`src/pkg/cycle_ctrl_pkg.sv`:
```
// Purpose: shared constants and types for the machine-cycle sequencer
// Assumes: one oscillator clock mclk, 40 MHz
// Notes: register offset, timing counts and decode values live here
package cycle_ctrl_pkg;
    // state count per machine cycle and clocks per state
    localparam int STATES_PER_CYCLE = 6;
    localparam int CLKS_PER_STATE = 2;
    localparam int CLKS_PER_CYCLE = STATES_PER_CYCLE * CLKS_PER_STATE;
    // flag word register offset and reset value
    localparam logic [7:0] FLAG_WORD_ADDR = 8'hD0;
    localparam logic [7:0] FLAG_WORD_RESET = 8'h00;
    // flag word field positions
    localparam int CARRY_BIT = 7;
    localparam int HALF_CARRY_BIT = 6;
    localparam int SIGNED_RANGE_BIT = 2;
    // internal program area upper bound
    localparam logic [15:0] INT_ROM_TOP = 16'h3FFF;
    localparam logic [15:0] FETCH_RESET = 16'h0000;
    localparam logic [15:0] FETCH_STEP = 16'h0001;
    // state index codes (S1..S6 as 0..5)
    localparam logic [2:0] ST_S1 = 3'h0;
    localparam logic [2:0] ST_S2 = 3'h1;
    localparam logic [2:0] ST_S3 = 3'h2;
    localparam logic [2:0] ST_S4 = 3'h3;
    localparam logic [2:0] ST_S6 = 3'h5;
    localparam logic [2:0] ST_LAST = 3'h5;
    // instruction length classes in machine cycles
    localparam logic [1:0] CYC_ONE = 2'h0;
    localparam logic [1:0] CYC_TWO = 2'h1;
    localparam logic [1:0] CYC_FOUR = 2'h3;
    // arithmetic operation codes
    typedef enum logic [3:0] {
        OP_ADD, OP_ADDC, OP_SUB, OP_SUBB, OP_INC, OP_DEC, OP_CPL, OP_RL,
        OP_RLC, OP_RR, OP_RRC, OP_DA, OP_SWAP, OP_AND, OP_OR, OP_XOR
    } alu_op_t;
    // sequencer phases
    typedef enum logic [2:0] {
        PH_FETCH, PH_EXEC, PH_XREAD, PH_XWRITE
    } phase_t;
    // an instruction handed in by the core
    typedef struct packed {
        logic [1:0] cycles;   // machine cycles minus one
        logic [1:0] extraBytes;
        logic isMove;         // external data move
        logic moveWrite;      // direction: 1 = accumulator to memory
        logic wideAddr;       // addressed by wide data pointer
    } instr_info_t;
    // external bus pins
    typedef struct packed {
        logic addrLatch;
        logic codeReadStrobe_n;
        logic readStrobe_n;
        logic writeStrobe_n;
        logic [7:0] port0Out;
        logic port0Oe;
        logic [7:0] port2Out;
    } ext_bus_t;
endpackage

```
`src/logic/cycle_ctrl.sv`:
```
// Purpose: machine-cycle sequencer, fetch pointer and external bus strobes
// Assumes: decode info arrives from the core's control decoder on the same clock
// Notes on behaviour
// RQ1 - six two-clock states form each machine cycle
// RQ2 - one-cycle ops fetch S1, decode S2, execute
// RQ3 - two-cycle ops execute through M2 S6
// RQ4 - multiply and divide take four machine cycles
// RQ5 - address latch pulses twice per machine cycle; in M2 of a data move only the S1 pulse is given
// RQ6 - no latch pulse during data strobe
// RQ7 - code read strobe low on external fetch
// RQ8 - two code strobes per cycle, skip moves
// RQ9 - write move drives port0, store strobe low
// RQ10 - read move pulls read strobe, samples port0
// RQ11 - opcode and operand latches feed separate decoders
// RQ12 - arithmetic unit handles listed eight-bit operations
// RQ13 - half carry, carry, overflow recorded in flags
// RQ14 - sixteen-bit fetch pointer counts fetched bytes
// RQ15 - fetch pointer wraps from maximum to zero
// RQ16 - on-chip ROM variant fetches externally above boundary
// RQ17 - ROM-less variant always fetches externally
// RQ18 - fetch pointer spans sixty-four kilobytes
// RQ19 - external latch captures low address byte
// RQ20 - program memory drives port0 only when strobed
// RQ21 - wide pointer high byte on port2
// RQ22 - working register address on port0
// RQ23 - data strobe during second machine cycle
// RQ24 - read move releases port0 after address
//
// Decided for this implementation: strobed register access.
`timescale 1ns/1ps
module cycle_ctrl #(
    parameter bit HAS_INT_ROM = 1'b1  // variant with on-chip program ROM
) (
    input wire logic mclk,
    input wire logic rst_b,
    // register port
    input wire logic [7:0] regAddr,
    input wire logic [7:0] regWrData,
    input wire logic regWrite,
    input wire logic regRead,
    output logic [7:0] regRdData,
    // instruction class from core
    input wire cycle_ctrl_pkg::instr_info_t instrInfo,
    // arithmetic request
    input wire logic aluGo,
    input wire cycle_ctrl_pkg::alu_op_t aluOp,
    input wire logic [7:0] aluSrcA,
    input wire logic [7:0] aluSrcB,
    output logic [7:0] aluResult,
    // address and data sources
    input wire logic [15:0] widePointer,
    input wire logic [7:0] workReg,
    input wire logic [7:0] accValue,
    input wire logic [7:0] codeByteInt,
    // pins
    input wire logic [7:0] port0In,
    output cycle_ctrl_pkg::ext_bus_t extBus,
    // core-facing outputs
    output logic [7:0] opcodeLatch,
    output logic [7:0] operandAddressLatch,
    output logic [15:0] fetchPointer,
    output logic [7:0] moveReadData,
    output logic [2:0] stateIdx,
    output logic [1:0] cycleIdx,
    output logic stateTick
);
    logic [0:0] clkInState_reg;     // clock within a state
    logic [2:0] state_reg;          // S1..S6
    logic [1:0] mcycle_reg;         // machine cycle within instruction
    logic [1:0] lastCycle_reg;      // instruction length minus one
    logic [1:0] bytesLeft_reg;      // operand bytes still to fetch
    logic moveActive_reg;           // external data move in progress
    logic moveWr_reg;
    logic moveWide_reg;
    logic [15:0] fetch_reg;
    logic [15:0] fetch_next;
    logic [7:0] flags_reg;
    logic [7:0] p0sync1_reg;
    logic [7:0] p0sync2_reg;
    logic endState;
    logic extFetch;
    logic fetchSlot;
    logic dataSlot;
    logic firstByte;                // opcode slot: M1 S1
    logic [2:0] opGrab_reg;         // external opcode in flight, one bit per clock
    logic [2:0] argGrab_reg;        // external operand in flight, one bit per clock
    // pins synchronised before use
    always_ff @(posedge mclk or negedge rst_b) begin
        if (!rst_b) begin
            p0sync1_reg <= 8'h00;
            p0sync2_reg <= 8'h00;
        end else begin
            p0sync1_reg <= port0In;
            p0sync2_reg <= p0sync1_reg;
        end
    end
    // two clocks per state, six states per cycle
    assign endState = (clkInState_reg == 1'b1);
    always_ff @(posedge mclk or negedge rst_b) begin
        if (!rst_b) begin
            clkInState_reg <= 1'b0;
            state_reg <= cycle_ctrl_pkg::ST_S1;
        end else begin
            clkInState_reg <= clkInState_reg + 1'b1; // RQ1
            if (endState) begin
                if (state_reg == cycle_ctrl_pkg::ST_LAST) begin
                    state_reg <= cycle_ctrl_pkg::ST_S1; // RQ1
                end else begin
                    state_reg <= state_reg + 3'h1;
                end
            end
        end
    end
    // machine cycle counter, instruction length taken at decode (S2)
    always_ff @(posedge mclk or negedge rst_b) begin
        if (!rst_b) begin
            mcycle_reg <= 2'h0;
            lastCycle_reg <= cycle_ctrl_pkg::CYC_ONE;
            moveActive_reg <= 1'b0;
            moveWr_reg <= 1'b0;
            moveWide_reg <= 1'b0;
        end else if (endState) begin
            if (mcycle_reg == 2'h0 && state_reg == cycle_ctrl_pkg::ST_S2) begin
                lastCycle_reg <= instrInfo.cycles; // RQ2 RQ3 RQ4
                moveActive_reg <= instrInfo.isMove && instrInfo.cycles == cycle_ctrl_pkg::CYC_TWO;
                moveWr_reg <= instrInfo.moveWrite;
                moveWide_reg <= instrInfo.wideAddr;
            end
            if (state_reg == cycle_ctrl_pkg::ST_LAST) begin
                if (mcycle_reg == lastCycle_reg) begin
                    mcycle_reg <= 2'h0; // RQ3 RQ4
                    moveActive_reg <= 1'b0;
                end else begin
                    mcycle_reg <= mcycle_reg + 2'h1;
                end
            end
        end
    end
    // fetch slots: S1 and S4 of each cycle; data move owns M2 S1-S6, data strobe S2-S6
    assign dataSlot = moveActive_reg && mcycle_reg == 2'h1; // RQ23
    assign fetchSlot = endState && !dataSlot &&
        (state_reg == cycle_ctrl_pkg::ST_S1 || state_reg == cycle_ctrl_pkg::ST_S4);
    // external when ROM-less, or above internal area
    assign extFetch = !HAS_INT_ROM || (fetch_reg > cycle_ctrl_pkg::INT_ROM_TOP); // RQ16 RQ17
    assign fetch_next = fetch_reg + cycle_ctrl_pkg::FETCH_STEP; // RQ15 RQ18
    assign firstByte = mcycle_reg == 2'h0 && state_reg == cycle_ctrl_pkg::ST_S1;
    // a strobed byte reaches p0sync2_reg two clocks after the strobe is launched
    always_ff @(posedge mclk or negedge rst_b) begin
        if (!rst_b) begin
            opGrab_reg <= 3'h0;
            argGrab_reg <= 3'h0;
        end else begin
            opGrab_reg <= {opGrab_reg[1:0], extFetch && fetchSlot && firstByte};
            argGrab_reg <= {argGrab_reg[1:0],
                extFetch && fetchSlot && !firstByte && bytesLeft_reg != 2'h0};
        end
    end
    // fetch pointer and operand byte count
    always_ff @(posedge mclk or negedge rst_b) begin
        if (!rst_b) begin
            fetch_reg <= cycle_ctrl_pkg::FETCH_RESET;
            bytesLeft_reg <= 2'h0;
        end else if (fetchSlot) begin
            if (mcycle_reg == 2'h0 && state_reg == cycle_ctrl_pkg::ST_S1) begin
                fetch_reg <= fetch_next; // RQ14
                bytesLeft_reg <= instrInfo.extraBytes;
            end else if (bytesLeft_reg != 2'h0) begin
                fetch_reg <= fetch_next; // RQ2 RQ3
                bytesLeft_reg <= bytesLeft_reg - 2'h1;
            end
        end
    end
    // opcode and operand address latches
    always_ff @(posedge mclk or negedge rst_b) begin
        if (!rst_b) begin
            opcodeLatch <= 8'h00;
            operandAddressLatch <= 8'h00;
        end else if (opGrab_reg[2]) begin
            opcodeLatch <= p0sync2_reg; // RQ11
        end else if (argGrab_reg[2]) begin
            operandAddressLatch <= p0sync2_reg; // RQ11
        end else if (fetchSlot && !extFetch) begin
            if (firstByte) begin
                opcodeLatch <= codeByteInt; // RQ11
            end else if (bytesLeft_reg != 2'h0) begin
                operandAddressLatch <= codeByteInt; // RQ11
            end
        end
    end
    // external bus pins, all registered
    always_ff @(posedge mclk or negedge rst_b) begin
        if (!rst_b) begin
            extBus <= '{addrLatch: 1'b1, codeReadStrobe_n: 1'b1, readStrobe_n: 1'b1,
                writeStrobe_n: 1'b1, port0Out: 8'hFF, port0Oe: 1'b0, port2Out: 8'hFF};
        end else begin
            // latch strobe in second clock of S1 and S4, except S4 of M2 in a data move; M2 S1 pulse takes the move address
            extBus.addrLatch <= !endState && (state_reg == cycle_ctrl_pkg::ST_S1 ||
                (!dataSlot && state_reg == cycle_ctrl_pkg::ST_S4)); // RQ5 RQ6
            // code strobe after the fetch slot edge, external fetch only
            extBus.codeReadStrobe_n <= !(extFetch && fetchSlot); // RQ7 RQ8
            extBus.readStrobe_n <= !(dataSlot && !moveWr_reg &&
                state_reg != cycle_ctrl_pkg::ST_S1); // RQ10 RQ23
            extBus.writeStrobe_n <= !(dataSlot && moveWr_reg &&
                state_reg != cycle_ctrl_pkg::ST_S1); // RQ9 RQ23
            if (moveActive_reg && (mcycle_reg == 2'h0 && state_reg == cycle_ctrl_pkg::ST_S6 ||
                    mcycle_reg == 2'h1 && state_reg == cycle_ctrl_pkg::ST_S1)) begin
                // address phase of the move, held through the M2 S1 latch pulse
                extBus.port0Out <= moveWide_reg ? widePointer[7:0] : workReg; // RQ22
                extBus.port0Oe <= 1'b1;
                extBus.port2Out <= moveWide_reg ? widePointer[15:8] : fetch_reg[15:8]; // RQ21
            end else if (dataSlot) begin
                extBus.port0Out <= accValue; // RQ9
                extBus.port0Oe <= moveWr_reg; // RQ24
            end else begin
                extBus.port0Out <= fetch_reg[7:0]; // RQ19
                // released while the code strobe is low, and for the whole of an internal fetch
                extBus.port0Oe <= extFetch && !fetchSlot; // RQ20
                extBus.port2Out <= fetch_reg[15:8];
            end
        end
    end
    // read move data taken while read strobe low
    always_ff @(posedge mclk or negedge rst_b) begin
        if (!rst_b) begin
            moveReadData <= 8'h00;
        end else if (!extBus.readStrobe_n && state_reg == cycle_ctrl_pkg::ST_S6) begin
            moveReadData <= p0sync2_reg; // RQ10
        end
    end
    // arithmetic unit with flag capture
    logic [8:0] aluSum;
    logic [4:0] aluHalf;
    logic [7:0] aluRes;
    logic aluSetFlags;
    logic carryIn;
    always_comb begin
        carryIn = flags_reg[cycle_ctrl_pkg::CARRY_BIT];
        aluSum = 9'h000;
        aluHalf = 5'h00;
        aluRes = 8'h00;
        aluSetFlags = 1'b0;
        unique case (aluOp)
            cycle_ctrl_pkg::OP_ADD, cycle_ctrl_pkg::OP_ADDC: begin
                aluSum = {1'b0, aluSrcA} + {1'b0, aluSrcB} +
                    {8'h00, aluOp == cycle_ctrl_pkg::OP_ADDC && carryIn};
                aluHalf = {1'b0, aluSrcA[3:0]} + {1'b0, aluSrcB[3:0]} +
                    {4'h0, aluOp == cycle_ctrl_pkg::OP_ADDC && carryIn};
                aluRes = aluSum[7:0];
                aluSetFlags = 1'b1;
            end
            cycle_ctrl_pkg::OP_SUB, cycle_ctrl_pkg::OP_SUBB: begin
                aluSum = {1'b0, aluSrcA} - {1'b0, aluSrcB} -
                    {8'h00, aluOp == cycle_ctrl_pkg::OP_SUBB && carryIn};
                aluHalf = {1'b0, aluSrcA[3:0]} - {1'b0, aluSrcB[3:0]} -
                    {4'h0, aluOp == cycle_ctrl_pkg::OP_SUBB && carryIn};
                aluRes = aluSum[7:0];
                aluSetFlags = 1'b1;
            end
            cycle_ctrl_pkg::OP_INC: aluRes = aluSrcA + 8'h01;
            cycle_ctrl_pkg::OP_DEC: aluRes = aluSrcA - 8'h01;
            cycle_ctrl_pkg::OP_CPL: aluRes = ~aluSrcA;
            cycle_ctrl_pkg::OP_RL: aluRes = {aluSrcA[6:0], aluSrcA[7]};
            cycle_ctrl_pkg::OP_RLC: aluRes = {aluSrcA[6:0], carryIn};
            cycle_ctrl_pkg::OP_RR: aluRes = {aluSrcA[0], aluSrcA[7:1]};
            cycle_ctrl_pkg::OP_RRC: aluRes = {carryIn, aluSrcA[7:1]};
            cycle_ctrl_pkg::OP_DA: begin
                aluSum = {1'b0, aluSrcA};
                if (aluSrcA[3:0] > 4'h9 || flags_reg[cycle_ctrl_pkg::HALF_CARRY_BIT]) begin
                    aluSum = aluSum + 9'h006;
                end
                if (aluSum[7:4] > 4'h9 || carryIn || aluSum[8]) begin
                    aluSum = aluSum + 9'h060;
                end
                aluRes = aluSum[7:0];
            end
            cycle_ctrl_pkg::OP_SWAP: aluRes = {aluSrcA[3:0], aluSrcA[7:4]};
            cycle_ctrl_pkg::OP_AND: aluRes = aluSrcA & aluSrcB;
            cycle_ctrl_pkg::OP_OR: aluRes = aluSrcA | aluSrcB;
            cycle_ctrl_pkg::OP_XOR: aluRes = aluSrcA ^ aluSrcB; // RQ12
        endcase
    end
    // result register
    always_ff @(posedge mclk or negedge rst_b) begin
        if (!rst_b) begin
            aluResult <= 8'h00;
        end else if (aluGo) begin
            aluResult <= aluRes; // RQ12
        end
    end
    // flag word: hardware update wins over a same-cycle software write
    always_ff @(posedge mclk or negedge rst_b) begin
        if (!rst_b) begin
            flags_reg <= cycle_ctrl_pkg::FLAG_WORD_RESET;
        end else if (aluGo && aluSetFlags) begin
            flags_reg[cycle_ctrl_pkg::CARRY_BIT] <= aluSum[8]; // RQ13
            flags_reg[cycle_ctrl_pkg::HALF_CARRY_BIT] <= aluHalf[4]; // RQ13
            flags_reg[cycle_ctrl_pkg::SIGNED_RANGE_BIT] <= aluSum[7] ^ aluSum[8] ^
                aluSrcA[7] ^ aluSrcB[7] ^ aluHalf[4] ^ aluHalf[4] ? (aluSrcA[7] ==
                (aluOp == cycle_ctrl_pkg::OP_ADD || aluOp == cycle_ctrl_pkg::OP_ADDC ?
                aluSrcB[7] : ~aluSrcB[7])) && (aluRes[7] != aluSrcA[7]) : 1'b0; // RQ13
        end else if (regWrite && regAddr == cycle_ctrl_pkg::FLAG_WORD_ADDR) begin
            flags_reg <= regWrData;
        end
    end
    // register read, one cycle later, unmapped reads zero
    always_ff @(posedge mclk or negedge rst_b) begin
        if (!rst_b) begin
            regRdData <= 8'h00;
        end else if (regRead && regAddr == cycle_ctrl_pkg::FLAG_WORD_ADDR) begin
            regRdData <= flags_reg;
        end else begin
            regRdData <= 8'h00;
        end
    end
    // status outputs
    always_ff @(posedge mclk or negedge rst_b) begin
        if (!rst_b) begin
            fetchPointer <= cycle_ctrl_pkg::FETCH_RESET;
            stateIdx <= cycle_ctrl_pkg::ST_S1;
            cycleIdx <= 2'h0;
            stateTick <= 1'b0;
        end else begin
            fetchPointer <= fetch_reg;
            stateIdx <= state_reg;
            cycleIdx <= mcycle_reg;
            stateTick <= endState;
        end
    end
    // cycle counter for checking the machine cycle length
    logic [3:0] clkCount_reg;
    always_ff @(posedge mclk or negedge rst_b) begin
        if (!rst_b) begin
            clkCount_reg <= 4'h0;
        end else if (endState && state_reg == cycle_ctrl_pkg::ST_LAST) begin
            clkCount_reg <= 4'h0;
        end else begin
            clkCount_reg <= clkCount_reg + 4'h1;
        end
    end
    AST_CYCLE_LEN: assert property (@(posedge mclk) disable iff (!rst_b) // RQ1
        clkCount_reg < 4'(cycle_ctrl_pkg::CLKS_PER_CYCLE)) else $error("machine cycle too long");
    AST_STATE_TWO: assert property (@(posedge mclk) disable iff (!rst_b) // RQ1
        $changed(state_reg) |-> ##1 $stable(state_reg)) else $error("state shorter than two clocks");
    AST_LATCH_QUIET: assert property (@(posedge mclk) disable iff (!rst_b) // RQ6
        !extBus.readStrobe_n || !extBus.writeStrobe_n |-> !extBus.addrLatch)
        else $error("latch pulse during data strobe");
    AST_CODE_QUIET: assert property (@(posedge mclk) disable iff (!rst_b) // RQ8
        !extBus.readStrobe_n |-> extBus.codeReadStrobe_n) else $error("code strobe during read");
    AST_INT_NO_STROBE: assert property (@(posedge mclk) disable iff (!rst_b) // RQ16
        HAS_INT_ROM && $past(fetch_reg) <= cycle_ctrl_pkg::INT_ROM_TOP |-> extBus.codeReadStrobe_n)
        else $error("code strobe for internal fetch");
    AST_WRAP: assert property (@(posedge mclk) disable iff (!rst_b) // RQ15
        fetchSlot && fetch_reg == 16'hFFFF && mcycle_reg == 2'h0 && state_reg == cycle_ctrl_pkg::ST_S1
        |=> fetch_reg == 16'h0000) else $error("fetch pointer did not wrap");
    AST_STROBE_EXCL: assert property (@(posedge mclk) disable iff (!rst_b) // RQ9
        !(!extBus.readStrobe_n && !extBus.writeStrobe_n)) else $error("read and write strobes both low");
    AST_READ_RELEASE: assert property (@(posedge mclk) disable iff (!rst_b) // RQ24
        !extBus.readStrobe_n |-> !extBus.port0Oe) else $error("port0 driven during read");
endmodule

```
`config.mk`:
```
export PLATFORM = sky130hd
export DESIGN_NAME = cycle_ctrl
export DESIGN_NICKNAME = d
export VERILOG_FILES = /design/src/pkg/cycle_ctrl_pkg.sv /design/src/logic/cycle_ctrl.sv
export SDC_FILE = /design/constraint.sdc
export NUM_CORES = 1
export LEC_CHECK = 0
export BUFFER_PORTS_ARGS = -buffer_cell sky130_fd_sc_hd__buf_4
export CAP_MARGIN = 30
export CORE_UTILIZATION = 50
export DETAILED_ROUTE_END_ITERATION = 16
export PLACE_DENSITY = 0.77
export SKIP_CTS_REPAIR_TIMING = 1
export SYNTH_ARGS = -nofsm -noshare
export SYNTH_HDL_FRONTEND = slang
export SYNTH_SLANG_ARGS = --single-unit
```
`constraint.sdc`:
```
create_clock -name mclk -period 3 [get_ports mclk]
set_input_delay 0.45 -clock mclk [delete_from_list [all_inputs] [get_ports mclk]]
set_output_delay 0.45 -clock mclk [all_outputs]
set_load 0.02 [all_outputs]
```
Word level (Yosys, flattened, before mapping)
Cells that the tools add are included.
Widths: inputs -> output; s select.
- logic and storage cells: 190
- input bits: 96
- flip-flop bits (word level): 142
- multiplexer cells: 35
- reductions and logical operators: 65
- add/sub/neg operators: 17
- bitwise operators: 12
- eq/ne operators: 27
- $lt $le $gt $ge: 3
- operators with widths (operator ; count):
    $pmux 8 s14 ; 1
    $mux 8 ; 13
    $mux 9 ; 4
    $eq 4x4->1 const B ; 8
    $mux 16 ; 2
    $logic_and 1x1->1 ; 28
    $pmux 9 s3 ; 1
    $mux 17 ; 1
    $add 16x1->16 const B ; 1
    $eq 4x3->1 const B ; 4
    $gt 16x14->1 const B ; 1
    $reduce_bool 2->1 ; 7
    $logic_not 1->1 ; 10
    $pmux 5 s2 ; 1
    $add 8x3->9 const B ; 1
    $add 8x8->9 ; 1
    $add 9x1->9 ; 1
    $add 9x7->9 const B ; 1
    $sub 8x8->9 ; 1
    $sub 9x1->9 ; 1
    $add 8x1->8 const B ; 1
    $and 8x8->8 ; 1
    $eq 4x2->1 const B ; 2
    $eq 8x8->1 const B ; 1
    38 further kinds ; 66

Depth between registers and ports, before layout
Gate-level depths: netlist (run 1).
- depth after elaboration: 16
- mapped depth: 14

Worst setup path before layout (run 1)
Ideal clock, no wire load.
- path kind: input port to flip-flop
- from: input aluOp[0]
- to: register flags_reg[2]
- cell stages on the path: 14
- setup slack: -0.777 ns
- data arrival time: 3.649 ns
- path buffers: 3
- required time: 2.872 ns
- setup time: 0.128 ns
- cells stage by stage: clkbuf_1 buf_1 clkbuf_1 nand3_1 fa_1 fa_1 o21ai_1 a2111oi_0 or4_1 nand2_1 o31ai_1 or3b_1 a22oi_2 a21oi_1
- longest elaborated chain between the ends: 11
- elaborated cells between the ends (all ways): 43
- ends and longest elaborated chain (item ; line ; source):
    from (decl) ; cycle_ctrl.sv:46 ; input wire cycle_ctrl_pkg::alu_op_t aluOp,
    $eq 4x2->1 / $eq 4x1->1 (equally long branches) ; - ;
    $logic_and 1x1->1 (on tied branches) ; - ;
    $sub 9x1->9 / $add 9x1->9 (equally long branches) ; cycle_ctrl.sv:252, cycle_ctrl.sv:244 ;
    $pmux 9 s3 ; cycle_ctrl.sv:242 ; unique case (aluOp)
    $xor 1x1->1 (2 in a row) ; cycle_ctrl.sv:297 ; flags_reg[cycle_ctrl_pkg::SIGNED_RANGE_BIT] <= aluSum[7] ^ aluSum[8] ^
    $xor 1x1->1 (3 in a row) ; cycle_ctrl.sv:298 ; aluSrcA[7] ^ aluSrcB[7] ^ aluHalf[4] ^ aluHalf[4] ? (aluSrcA[7] ==
    $mux 1 ; cycle_ctrl.sv:298 ;
    $mux 1 ; cycle_ctrl.sv:294 ; end else if (aluGo && aluSetFlags) begin
    to (signal assigned) ; cycle_ctrl.sv:293 ; flags_reg <= cycle_ctrl_pkg::FLAG_WORD_RESET;
    to (signal, indexed assignment) ; cycle_ctrl.sv:295 ; flags_reg[cycle_ctrl_pkg::CARRY_BIT] <= aluSum[8];
    to (signal, indexed assignment) ; cycle_ctrl.sv:296 ; flags_reg[cycle_ctrl_pkg::HALF_CARRY_BIT] <= aluHalf[4];
    to (decl) ; cycle_ctrl.sv:77 ; logic [7:0] flags_reg;
Parallel ways exist; a longest one is shown, timed or not.
A chain may end at the register's enable or synchronous reset.

Final worst setup path (run 1)
- from: register flags_reg[7]
- to: register flags_reg[2]
- longest elaborated chain between the ends: 11
- elaborated cells between the ends (all ways): 21
- ends and longest elaborated chain (item ; line):
    branches (longest 9 deep; another with $sub 9x1->9) ; -
    $mux 1 (*) ; cycle_ctrl.sv:298
    $mux 1 (*) ; cycle_ctrl.sv:294
Every way passes the cells marked *.

==> metrics.md, run 1 <==
| Metric | Value |
|---|---|
| Layout cells sized above 1 | 32.7% |
| Main synth FF type | dfrtp_1 |
| Synthesized area | 0.00813 mm² |
| Critical path, cell by cell | and3_1, fa_1, fa_2, a21oi_2, o2111ai_1, a31oi_1, or2_2, o31ai_1, or3b_1, a22oi_2, a21oi_1 |
| Num CTS Buffers | 17 |
| GRT Total Usage | 28.0% |
| Worst EP arrival | 3.25 ns |
| Root Buffer | clkbuf_16 |
| Placed insts | 1271 |
| Worst EP required | 3.31 ns |
| Die X | 130 µm |
| Post-route ant nets | 0 |
| Die Area | 0.0168 mm² |
| I/O Buffers | 178 |
| Filler Cell Count | 1211 |
| Net Switching | 2.22 mW |
| Critical path's slowest cell | dfrtp_1 |
| Layout Cells excl Fill | 1303 |
| Startpoint Class | flip-flop |
| Synth warnings | 0 |
| Worst Max-Slew Pin Slew | 0.783 ns |
| CP Class | reg -> reg |
| Final Hold Viols | 0 |
| First-pass GRT wire length | 35900 µm |
| Largest register FFs | 21 |
| Global route overflow | 0 |
| # IOs | 179 |
| CP endpoint kind | flip-flop |
| Final min period | 2.95 ns |
| Final Net Count | 1218 |
| Post-synth EDFFs | 0 |
| Power, Total | 6.51 mW |
| Sequential share of power | 37.8% |
| Drt wl/cell | 17.8 µm |
| Setup Skew | 0.0138 ns |
| Largest net degree at the start of global routing | 90 |
| Hold Path Class | in -> async |
| Most frequent cells in the layout | buf_4 (258), dfrtp_1 (122), nand2_1 (74) |
| Post-DP HPWL | 17400 µm |
| Slew HR | 47.8% |
| DRT iter0 DRCs | 658 |
| Leakage | 5.29 nW |
| Worst-skew pair later-pin latency | 0.42 ns |
| Core Util, Final | 68.0% |
| CTS max path bufs | 2 |
| # rows | 46 |
| Ys async rst share | 100% |
| Fmax achieved | 339 MHz |
| Internal power | 4.29 mW |
| Status | finished clean |
| Effective utilization at floorplan | 51.2% |
| Max-cap violation count | 0 |
| Reg2Reg Depth | 11 |
| RSZ-0062 raised after global routing | true |
| Post-DR vias/cell | 5.64 |
| Seq/Total Area, Yosys | 44.0% |
| Clock sink count | 142 |
| Core area | 0.0159 mm² |
| Switching portion of total power | 34.1% |
| Pre-antenna DRT Iters | 5 |
| CTS H-tree depth | 4 |
| Worst-path clk slew | 0.07 ns |
| Power per cell area | 602 mW/mm² |
| Via count | 7349 |
| Max IR drop VDD | 0.387 mV |
| Detailed Route WL | 23200 µm |
| Combinational power share | 30.9% |
| Post-synthesis area per instance | 9.74 µm² |
| # setup viols final | 0 |
| Synth Instances | 835 |
| Cell variety after synth | 70 |
| Die Height | 130 µm |
| Max stage delay on crit path | 0.43 ns |
| Initial antenna violation count | 0 |
| Critical path fanouts, max | 3 |
| Routability cong. | 0.968 |
| Commonest non-fill, non-tap cell in the layout | buf_4 |
| Period utilization | 98.2% |
| Clock power frac | 31.3% |
| Fin area | 0.0108 mm² |
| Flops & latches, synth | 142 |
| Net Count, Synth | 979 |
| Slew Limit Fails | 0 |
| Area of placed instances | 0.0102 mm² |
| Area delta synth->final | 32.9% |
| CTS tree | built |
| DRC | 0 |
| Vias in the first global route | 7113 |
| ANT cells | 0 |
-- worst paths after layout --
kind	to	startpoint	slack, ns
min in group mclk	p0sync1_reg[5]	port0In[5]	0.14
min reg2reg	p0sync2_reg[0]	p0sync1_reg[0]	0.35
max	flags_reg[2]	flags_reg[7]	0.05
max reg2reg	flags_reg[2]	flags_reg[7]	0.05
min	opcodeLatch[5]	rst_b	0.08
max in group asynchronous	regRdData[2]	rst_b	2.17
-- critical path: cells and delay by family, from the launching register on --
| family | cells | cell delay (ns) |
|---|---|---|
| AOI/OAI and AO/OA | 6 | 0.91 |
| adders and majority gates | 2 | 0.79 |
| and+or+nand+nor | 3 | 0.71 |
| DFF | 1 | 0.43 |
-- cell type report --
type / count / area (µm²) / area share [%]
clock inverter: 14 / 151 / 1.40
clock buffer: 18 / 429 / 3.97
tap: 216 / 270 / 2.50
timing repair buffer: 260 / 1970 / 18.2
inverter: 45 / 169 / 1.56
sequential: 142 / 3580 / 33.1
multi-input combinational: 608 / 4240 / 39.2
-- synthesized netlist by cell type, types with 16 or more instances --
cell,instances,area (µm²)
dfrtp_1,122,3050
nor2_1,56,210
xnor2_1,28,245
a21oi_1,57,285
nor2b_1,16,100
mux2_2,20,225
inv_1,41,154
o21ai_1,20,100
xor2_1,17,149
mux2i_1,41,410
clkbuf_1,20,75.1
ha_1,43,538
o21ai_0,29,145
nor3_1,21,105
dfstp_2,20,526
nand3_1,25,125
nand2_1,74,278
-- kinds of logic (layout without fill, tap and decap cells) --
kind of cell	after synthesis	count (layout)	share of synthesized area [%]
xor+xnor	45	45	4.85
flops	142	142	44.0
mux	62	62	7.96
buf+inv	85	337	4.17
simple gates	251	251	15.4
compound gates	202	202	15.8
fa+ha+maj	48	48	7.85
-- power groups by stage --
stage               Sequential [mW]  Combinational [mW]  Clock (mW)
floorplan                      2.67               0.922           0
global placement               2.46                1.92           0
detailed placement             2.48                1.98           0
CTS                            2.46                2.02        2.07
global route                   2.49                2.19        2.14
finish                         2.46                2.01        2.04
-- metrics by stage --
step	setup TNS (ns)	hold slack, ns	worst slack [ns]
floorplan	-0.238	0.154	-0.238
global placement	-0.818	0.332	-0.358
detailed placement	-1.19	0.335	-0.448
CTS	-0.00954	0.112	-0.00954
global route	-0.133	0.118	-0.123
finish	0	0.0779	0.0540
-- routing by layer --
layer / wire length [µm] / track usage, %
met1: 9380 / 34.3
met2: 11500 / 47.8
met3: 1490 / 5.41
met4: 788 / 13.3
met5: 0 / 0
Note: power is estimated with default switching activity, not from simulation.
==> inputs of run 2 (changes only) <==
--- a/config.mk
+++ b/config.mk
@@ -7,8 +7,10 @@
 export LEC_CHECK = 0
 export BUFFER_PORTS_ARGS = -buffer_cell sky130_fd_sc_hd__buf_4
 export CAP_MARGIN = 30
+export CORE_MARGIN = 2
 export CORE_UTILIZATION = 50
 export DETAILED_ROUTE_END_ITERATION = 16
+export GPL_ROUTABILITY_DRIVEN = 0
 export PLACE_DENSITY = 0.77
 export SKIP_CTS_REPAIR_TIMING = 1
 export SYNTH_ARGS = -nofsm -noshare
==> run 2 against run 1 <==
The run now ends with setup timing left. Critical path depth unchanged. Count of clock-buffer cells in the layout grew 1. First-iteration DRC count is 15% higher. Non-clock buffer count is 3 higher. Wire length shrank 1.1%. Highest routed layer unchanged.
==> metrics.md, run 2 (synthesis results as in run 1) <==
| Metric | Value |
|---|---|
| Pre-CTS WS | -0.430 ns (was -0.448 ns) |
| Num CTS Buffers | 17 (unchanged) |
| Largest register FFs | 21 (unchanged) |
| Die X | 132 µm (was 130 µm) |
| Failing checks | setup timing |
| CTS max path bufs | 2 (unchanged) |
| Die Height | 132 µm (was 130 µm) |
| Startpoint Class | flip-flop (unchanged) |
| Slew HR | 62.5% (was 47.8%) |
| Post-DR vias/cell | 5.64 (about the same) |
| Root Buffer | clkbuf_16 (unchanged) |
| Max IR drop VDD | 0.391 mV (was 0.387 mV) |
| Setup TNS | -0.00488 ns (was 0 ns) |
| Final Hold Viols | 0 (unchanged) |
| # IOs | 179 (unchanged) |
| Final min period | 3.00 ns (was 2.95 ns) |
| Reg2Reg Depth | 11 (unchanged) |
| Post-DP HPWL | 17300 µm (was 17400 µm) |
| ANT cells | 0 (unchanged) |
| DRT iter0 DRCs | 756 (was 658) |
| Leakage | 5.32 nW (was 5.29 nW) |
| Layout cells sized above 1 | 33.3% (was 32.7%) |
| Via count | 7364 (was 7349) |
| Hold WS | 0.130 ns (was 0.0779 ns) |
| # setup viols final | 1 (was 0) |
| Grt met2 use | 44.7% (was 47.8%) |
| Pre-antenna DRT Iters | 6 (was 5) |
| Setup Skew | 0.0114 ns (was 0.0138 ns) |
| Effective utilization at floorplan | 51.2% (unchanged) |
| CTS tree | built (unchanged) |
| CP endpoint kind | flip-flop (unchanged) |
| CTS H-tree depth | 4 (unchanged) |
| GRT busiest layer | met2 (unchanged) |
| Clock sink count | 142 (unchanged) |
| CP Class | reg -> reg (unchanged) |
| GRT Total Usage | 27.1% (was 28.0%) |
| Max-cap violation count | 0 (unchanged) |
| Setup ws final | -0.00488 ns (was 0.0540 ns) |
| Slew Limit Fails | 0 (unchanged) |
| Worst Max-Slew Pin Slew | 0.562 ns (was 0.783 ns) |
| GRT met3 Usage | 6.13% (was 5.41%) |
| Worst EP required | 3.31 ns (about the same) |
| I/O Buffers | 178 (unchanged) |
| Commonest non-fill, non-tap cell in the layout | buf_4 (unchanged) |
| Hold Path Class | in -> reg (was in -> async) |
| Drt wl/cell | 17.6 µm (was 17.8 µm) |
| Global route overflow | 0 (unchanged) |
| Status | complete, but fails checks (was finished clean) |
| Worst-path clk slew | 0.07 ns (about the same) |
| Hold path cells | 1 |
| RSZ-0062 raised after global routing | true (unchanged) |
| Period utilization | 100% (was 98.2%) |
| Core area | 0.0159 mm² (unchanged) |
| DRC | 0 (unchanged) |
| Die Area | 0.0173 mm² (was 0.0168 mm²) |
| Worst EP arrival | 3.32 ns (was 3.25 ns) |
| Fmax achieved | 333 MHz (was 339 MHz) |
| Final Net Count | 1221 (was 1218) |
| # rows | 46 (unchanged) |
| Worst-skew pair later-pin latency | 0.43 ns (was 0.42 ns) |
| Most frequent cells in the layout | buf_4 (259), dfrtp_1 (122), nand2_1 (74) (was buf_4 (258), dfrtp_1 (122), nand2_1 (74)) |
| Area delta synth->final | 34.0% (was 32.9%) |
| Critical path fanouts, max | 3 (unchanged) |
| First-pass GRT wire length | 37500 µm (was 35900 µm) |
| Met1 usage | 33.4% (was 34.3%) |
| Detailed Route WL | 22900 µm (was 23200 µm) |
| Vias in the first global route | 7359 (was 7113) |
| Power per cell area | 602 mW/mm² (about the same) |
| Post-route ant nets | 0 (unchanged) |
| Largest net degree at the start of global routing | 65 (was 90) |
| Initial antenna violation count | 0 (unchanged) |
run 2: metal layers:
layer,routed length [µm],up-vias,share of wire [%]
met5,0,-,0
met4,978,0,4.3
met3,1710,90,7.4
met2,11100,335,48
met1,9200,3463,40
li1,-,3476,-
run 2: worst paths after layout:
check,startpoint,end,slack [ns]
max reg2reg,flags_reg[7],flags_reg[2],-0.005
max,flags_reg[7],flags_reg[2],-0.005
min,port0In[0],p0sync1_reg[0],0.13
min in group asynchronous,rst_b,moveReadData[5],0.53
min reg2reg,p0sync1_reg[6],p0sync2_reg[6],0.35
max in group asynchronous,rst_b,extBus[7],1.65
run 2: worst max-delay path, stage by stage, from the launching register on:
cell       delay (ns)
dfrtp_1          0.42
nand3_2          0.14
fa_2             0.44
fa_2             0.38
o21ai_4          0.18
a2111oi_2        0.12
or4_4            0.44
nand2_1          0.11
o31ai_1          0.07
or3b_1           0.36
a22oi_2          0.15
a21oi_1          0.07
run 2: stage by stage:
stage,instances,util (%),instance area (µm²),total power [mW]
floorplan,835,-,8170,3.59
global placement,1273,64.5,10200,4.38
detailed placement,1273,64.5,10200,4.45
CTS,1305,68.3,10800,6.58
global route,1306,68.6,10900,6.89
finish,1306,68.6,10900,6.56
run 2: cell type report:
type                            count  area, µm²
Clock inverter                     13        153
Fill cell                        1232       4990
Sequential cell                   142       3580
Clock buffer                       19        443
Inverter                           45        169
Multi-Input combinational cell    608       4280
Timing Repair Buffer              263       2010
Tap cell                          216        270
run 2: power breakdown:
| group | internal [mW] | leakage, nW | switching, mW |
|---|---|---|---|
| clock network | 1.26 | 0.287 | 0.837 |
| logic | 0.896 | 3.26 | 1.11 |
| registers | 2.24 | 1.78 | 0.214 |
| total | 4.40 | 5.32 | 2.17 |
==> inputs of run 3 (changes only) <==
--- a/config.mk
+++ b/config.mk
@@ -7,11 +7,13 @@
 export LEC_CHECK = 0
 export BUFFER_PORTS_ARGS = -buffer_cell sky130_fd_sc_hd__buf_4
 export CAP_MARGIN = 30
+export CELL_PAD_IN_SITES_DETAIL_PLACEMENT = 1
+export CELL_PAD_IN_SITES_GLOBAL_PLACEMENT = 1
 export CORE_MARGIN = 2
-export CORE_UTILIZATION = 50
+export CORE_UTILIZATION = 38
 export DETAILED_ROUTE_END_ITERATION = 16
 export GPL_ROUTABILITY_DRIVEN = 0
-export PLACE_DENSITY = 0.77
+export PLACE_DENSITY_LB_ADDON = 0.1
 export SKIP_CTS_REPAIR_TIMING = 1
 export SYNTH_ARGS = -nofsm -noshare
 export SYNTH_HDL_FRONTEND = slang
==> run 3 against run 2 <==
The flow now finishes without violations. Combinational power is 2% higher. Clock skew hardly changed. Die area is 31% higher. Flip-flop and latch count stayed put. Fmax is 1.7% higher. Final cell count is 5.0% higher. Wire length is 17% higher. First-iteration DRC count is 50% lower. Worst setup slack better by 0.051 ns. Power is 2.4% higher. Non-clock buffer count is 6 higher. Register-to-register slack better by 0.05 ns. Largest cell class unchanged. Largest power group unchanged.
==> metrics.md, run 3 (synthesis results as in run 1) <==
| Metric | Value |
|---|---|
| Initial antenna violation count | 0 (unchanged) |
| Global route overflow | 0 (unchanged) |
| Layout Cells excl Fill | 1371 (was 1306) |
| Crit Reg-Reg Startpoint | flags_reg[7] (unchanged) |
| Final Hold Viols | 0 (unchanged) |
| Leakage | 5.36 nW (was 5.32 nW) |
| Die Area | 0.0226 mm² (was 0.0173 mm²) |
| DRT iter0 DRCs | 375 (was 756) |
| Period utilization | 98.5% (was 100%) |
| Final Net Count | 1227 (was 1221) |
| Effective utilization at floorplan | 38.7% (was 51.2%) |
| CP endpoint kind | flip-flop (unchanged) |
| Drt wl/cell | 19.6 µm (was 17.6 µm) |
| Slew HR | 53.2% (was 62.5%) |
| Post-DP HPWL | 20400 µm (was 17300 µm) |
| Max stage delay on crit path | 0.43 ns (was 0.44 ns) |
| # IOs | 179 (unchanged) |
| Core Util, Final | 52.3% (was 68.6%) |
| Area delta synth->final | 35.2% (was 34.0%) |
| Switching portion of total power | 34.3% (was 33.0%) |
| Root Buffer | clkbuf_16 (unchanged) |
| Startpoint Class | flip-flop (unchanged) |
| Slew Limit Fails | 0 (unchanged) |
| Clock power frac | 33.0% (was 32.0%) |
| Critical path fanouts, max | 4 (was 3) |
| GRT Total Usage | 24.3% (was 27.1%) |
| Combinational power share | 30.5% (was 30.6%) |
| Worst EP arrival | 3.26 ns (was 3.32 ns) |
| Layout cells sized above 1 | 33.5% (was 33.3%) |
| Clock sink count | 142 (unchanged) |
| Setup Skew | 0.0115 ns (was 0.0114 ns) |
| Worst EP required | 3.30 ns (was 3.31 ns) |
| Area of placed instances | 0.0104 mm² (was 0.0102 mm²) |
| RSZ-0062 raised after global routing | true (unchanged) |
| Pre-antenna DRT Iters | 5 (was 6) |
| Worst-path clk slew | 0.07 ns (about the same) |
| Internal power | 4.41 mW (was 4.40 mW) |
| Reg2reg end | flags_reg[2] (unchanged) |
| ANT cells | 0 (unchanged) |
| Net Switching | 2.31 mW (was 2.17 mW) |
| CTS tree | built (unchanged) |
| Critical path's slowest cell | dfrtp_1 (was fa_2) |
| Detailed Route WL | 26900 µm (was 22900 µm) |
| Via count | 7415 (was 7364) |
| Critical path, cell by cell | nand3_2, fa_2, ha_1, a211oi_2, o21ai_1, a31oi_1, xor2_1, o211a_1, or3b_1, a22oi_2, a21oi_1 (was nand3_2, fa_2, fa_2, o21ai_4, a2111oi_2, or4_4, nand2_1, o31ai_1, or3b_1, a22oi_2, a21oi_1) |
| Max IR drop VDD | 0.353 mV (was 0.391 mV) |
| CP Class | reg -> reg (unchanged) |
| Hold Path Class | in -> async (was in -> reg) |
| Post-DR vias/cell | 5.41 (was 5.64) |
| Max-cap violation count | 0 (unchanged) |
| Power per cell area | 611 mW/mm² (was 602 mW/mm²) |
| Num CTS Buffers | 17 (unchanged) |
| CTS max path bufs | 2 (unchanged) |
| Most frequent cells in the layout | buf_4 (267), dfrtp_1 (122), nand2_1 (74) (was buf_4 (259), dfrtp_1 (122), nand2_1 (74)) |
| Die Height | 150 µm (was 132 µm) |
| Worst-skew pair later-pin latency | 0.42 ns (was 0.43 ns) |
| CTS H-tree depth | 4 (unchanged) |
| Placed insts | 1338 (was 1273) |
| Fmax achieved | 339 MHz (was 333 MHz) |
| Worst Max-Slew Pin Slew | 0.701 ns (was 0.562 ns) |
| Final min period | 2.95 ns (was 3.00 ns) |
| Worst R2R Setup Slack | 0.05 ns (was -0.005 ns) |
| Sequential share of power | 36.5% (was 37.3%) |
| Die X | 150 µm (was 132 µm) |
| I/O Buffers | 178 (unchanged) |
| Reg2Reg Depth | 11 (unchanged) |
| Status | finished clean (was complete, but fails checks) |
| # rows | 53 (was 46) |
| Commonest non-fill, non-tap cell in the layout | buf_4 (unchanged) |
| Post-route ant nets | 0 (unchanged) |
| First-pass GRT wire length | 41800 µm (was 37500 µm) |
| Hold WS | 0.0437 ns (was 0.130 ns) |
| Core area | 0.0210 mm² (was 0.0159 mm²) |
| Fin area | 0.0110 mm² (was 0.0109 mm²) |
| Vias in the first global route | 7600 (was 7359) |
| DRC | 0 (unchanged) |
| # setup viols final | 0 (was 1) |
| Largest net degree at the start of global routing | 77 (was 65) |
| Largest register FFs | 21 (unchanged) |
==> run 3: worst max-delay path by stage <==
stage | depth (start not counted) | from | slack, ns | end
2_1_floorplan | 14 | aluOp[0] | -0.24 | flags_reg[2]
3_3_place_gp | 14 | aluOp[3] | -0.29 | flags_reg[2]
3_5_place_dp | 14 | aluOp[3] | -0.41 | flags_reg[2]
4_1_cts | 14 | aluOp[3] | 0.03 | flags_reg[2]
5_1_grt | 11 | flags_reg[7] | -0.07 | flags_reg[2]
6_report | 11 | flags_reg[7] | 0.05 | flags_reg[2]
==> run 3: power groups by stage <==
stage                     clock network, mW  registers [mW]  logic (mW)
after floorplan                           0            2.67       0.922
after global placement                    0            2.48        2.00
after detailed placement                  0            2.49        2.04
after CTS                              2.27            2.46        2.06
after global routing                   2.36            2.49        2.24
final                                  2.22            2.45        2.05
==> run 3: through the flow <==
stage | setup WS, ns | TNS, ns | power (mW)
final | 0.0462 | 0 | 6.72
after global routing | -0.0672 | -0.0672 | 7.10
after CTS | 0.0331 | 0 | 6.79
after detailed placement | -0.405 | -0.845 | 4.53
after global placement | -0.287 | -0.439 | 4.48
after floorplan | -0.238 | -0.238 | 3.59
==> run 3: routing by layer <==
layer,vias up,track usage (%),share of wire (%),wire [µm]
met5,-,0,0,0
li1,3485,-,-,-
met3,45,3.85,3.9,1040
met1,3673,31.4,43,11700
met2,212,40.7,49,13300
met4,0,9.43,3.4,914
==> run 3: area by class of cell <==
class	count	area, µm²
inverters	45	169
multi-input cells	608	4250
flip-flops and latches	142	3580
well taps	275	344
clock buffers	17	425
clock inverters	15	195
repair buffers	269	2040
fillers	2416	10000
==> run 3: critical path, delay by kind of cell, from the launching register on <==
family,cells,cell delay (ns)
compound gates,6,1.08
xor+xnor,1,0.16
fa+ha+maj,2,0.69
flops,1,0.43
simple gates,2,0.48
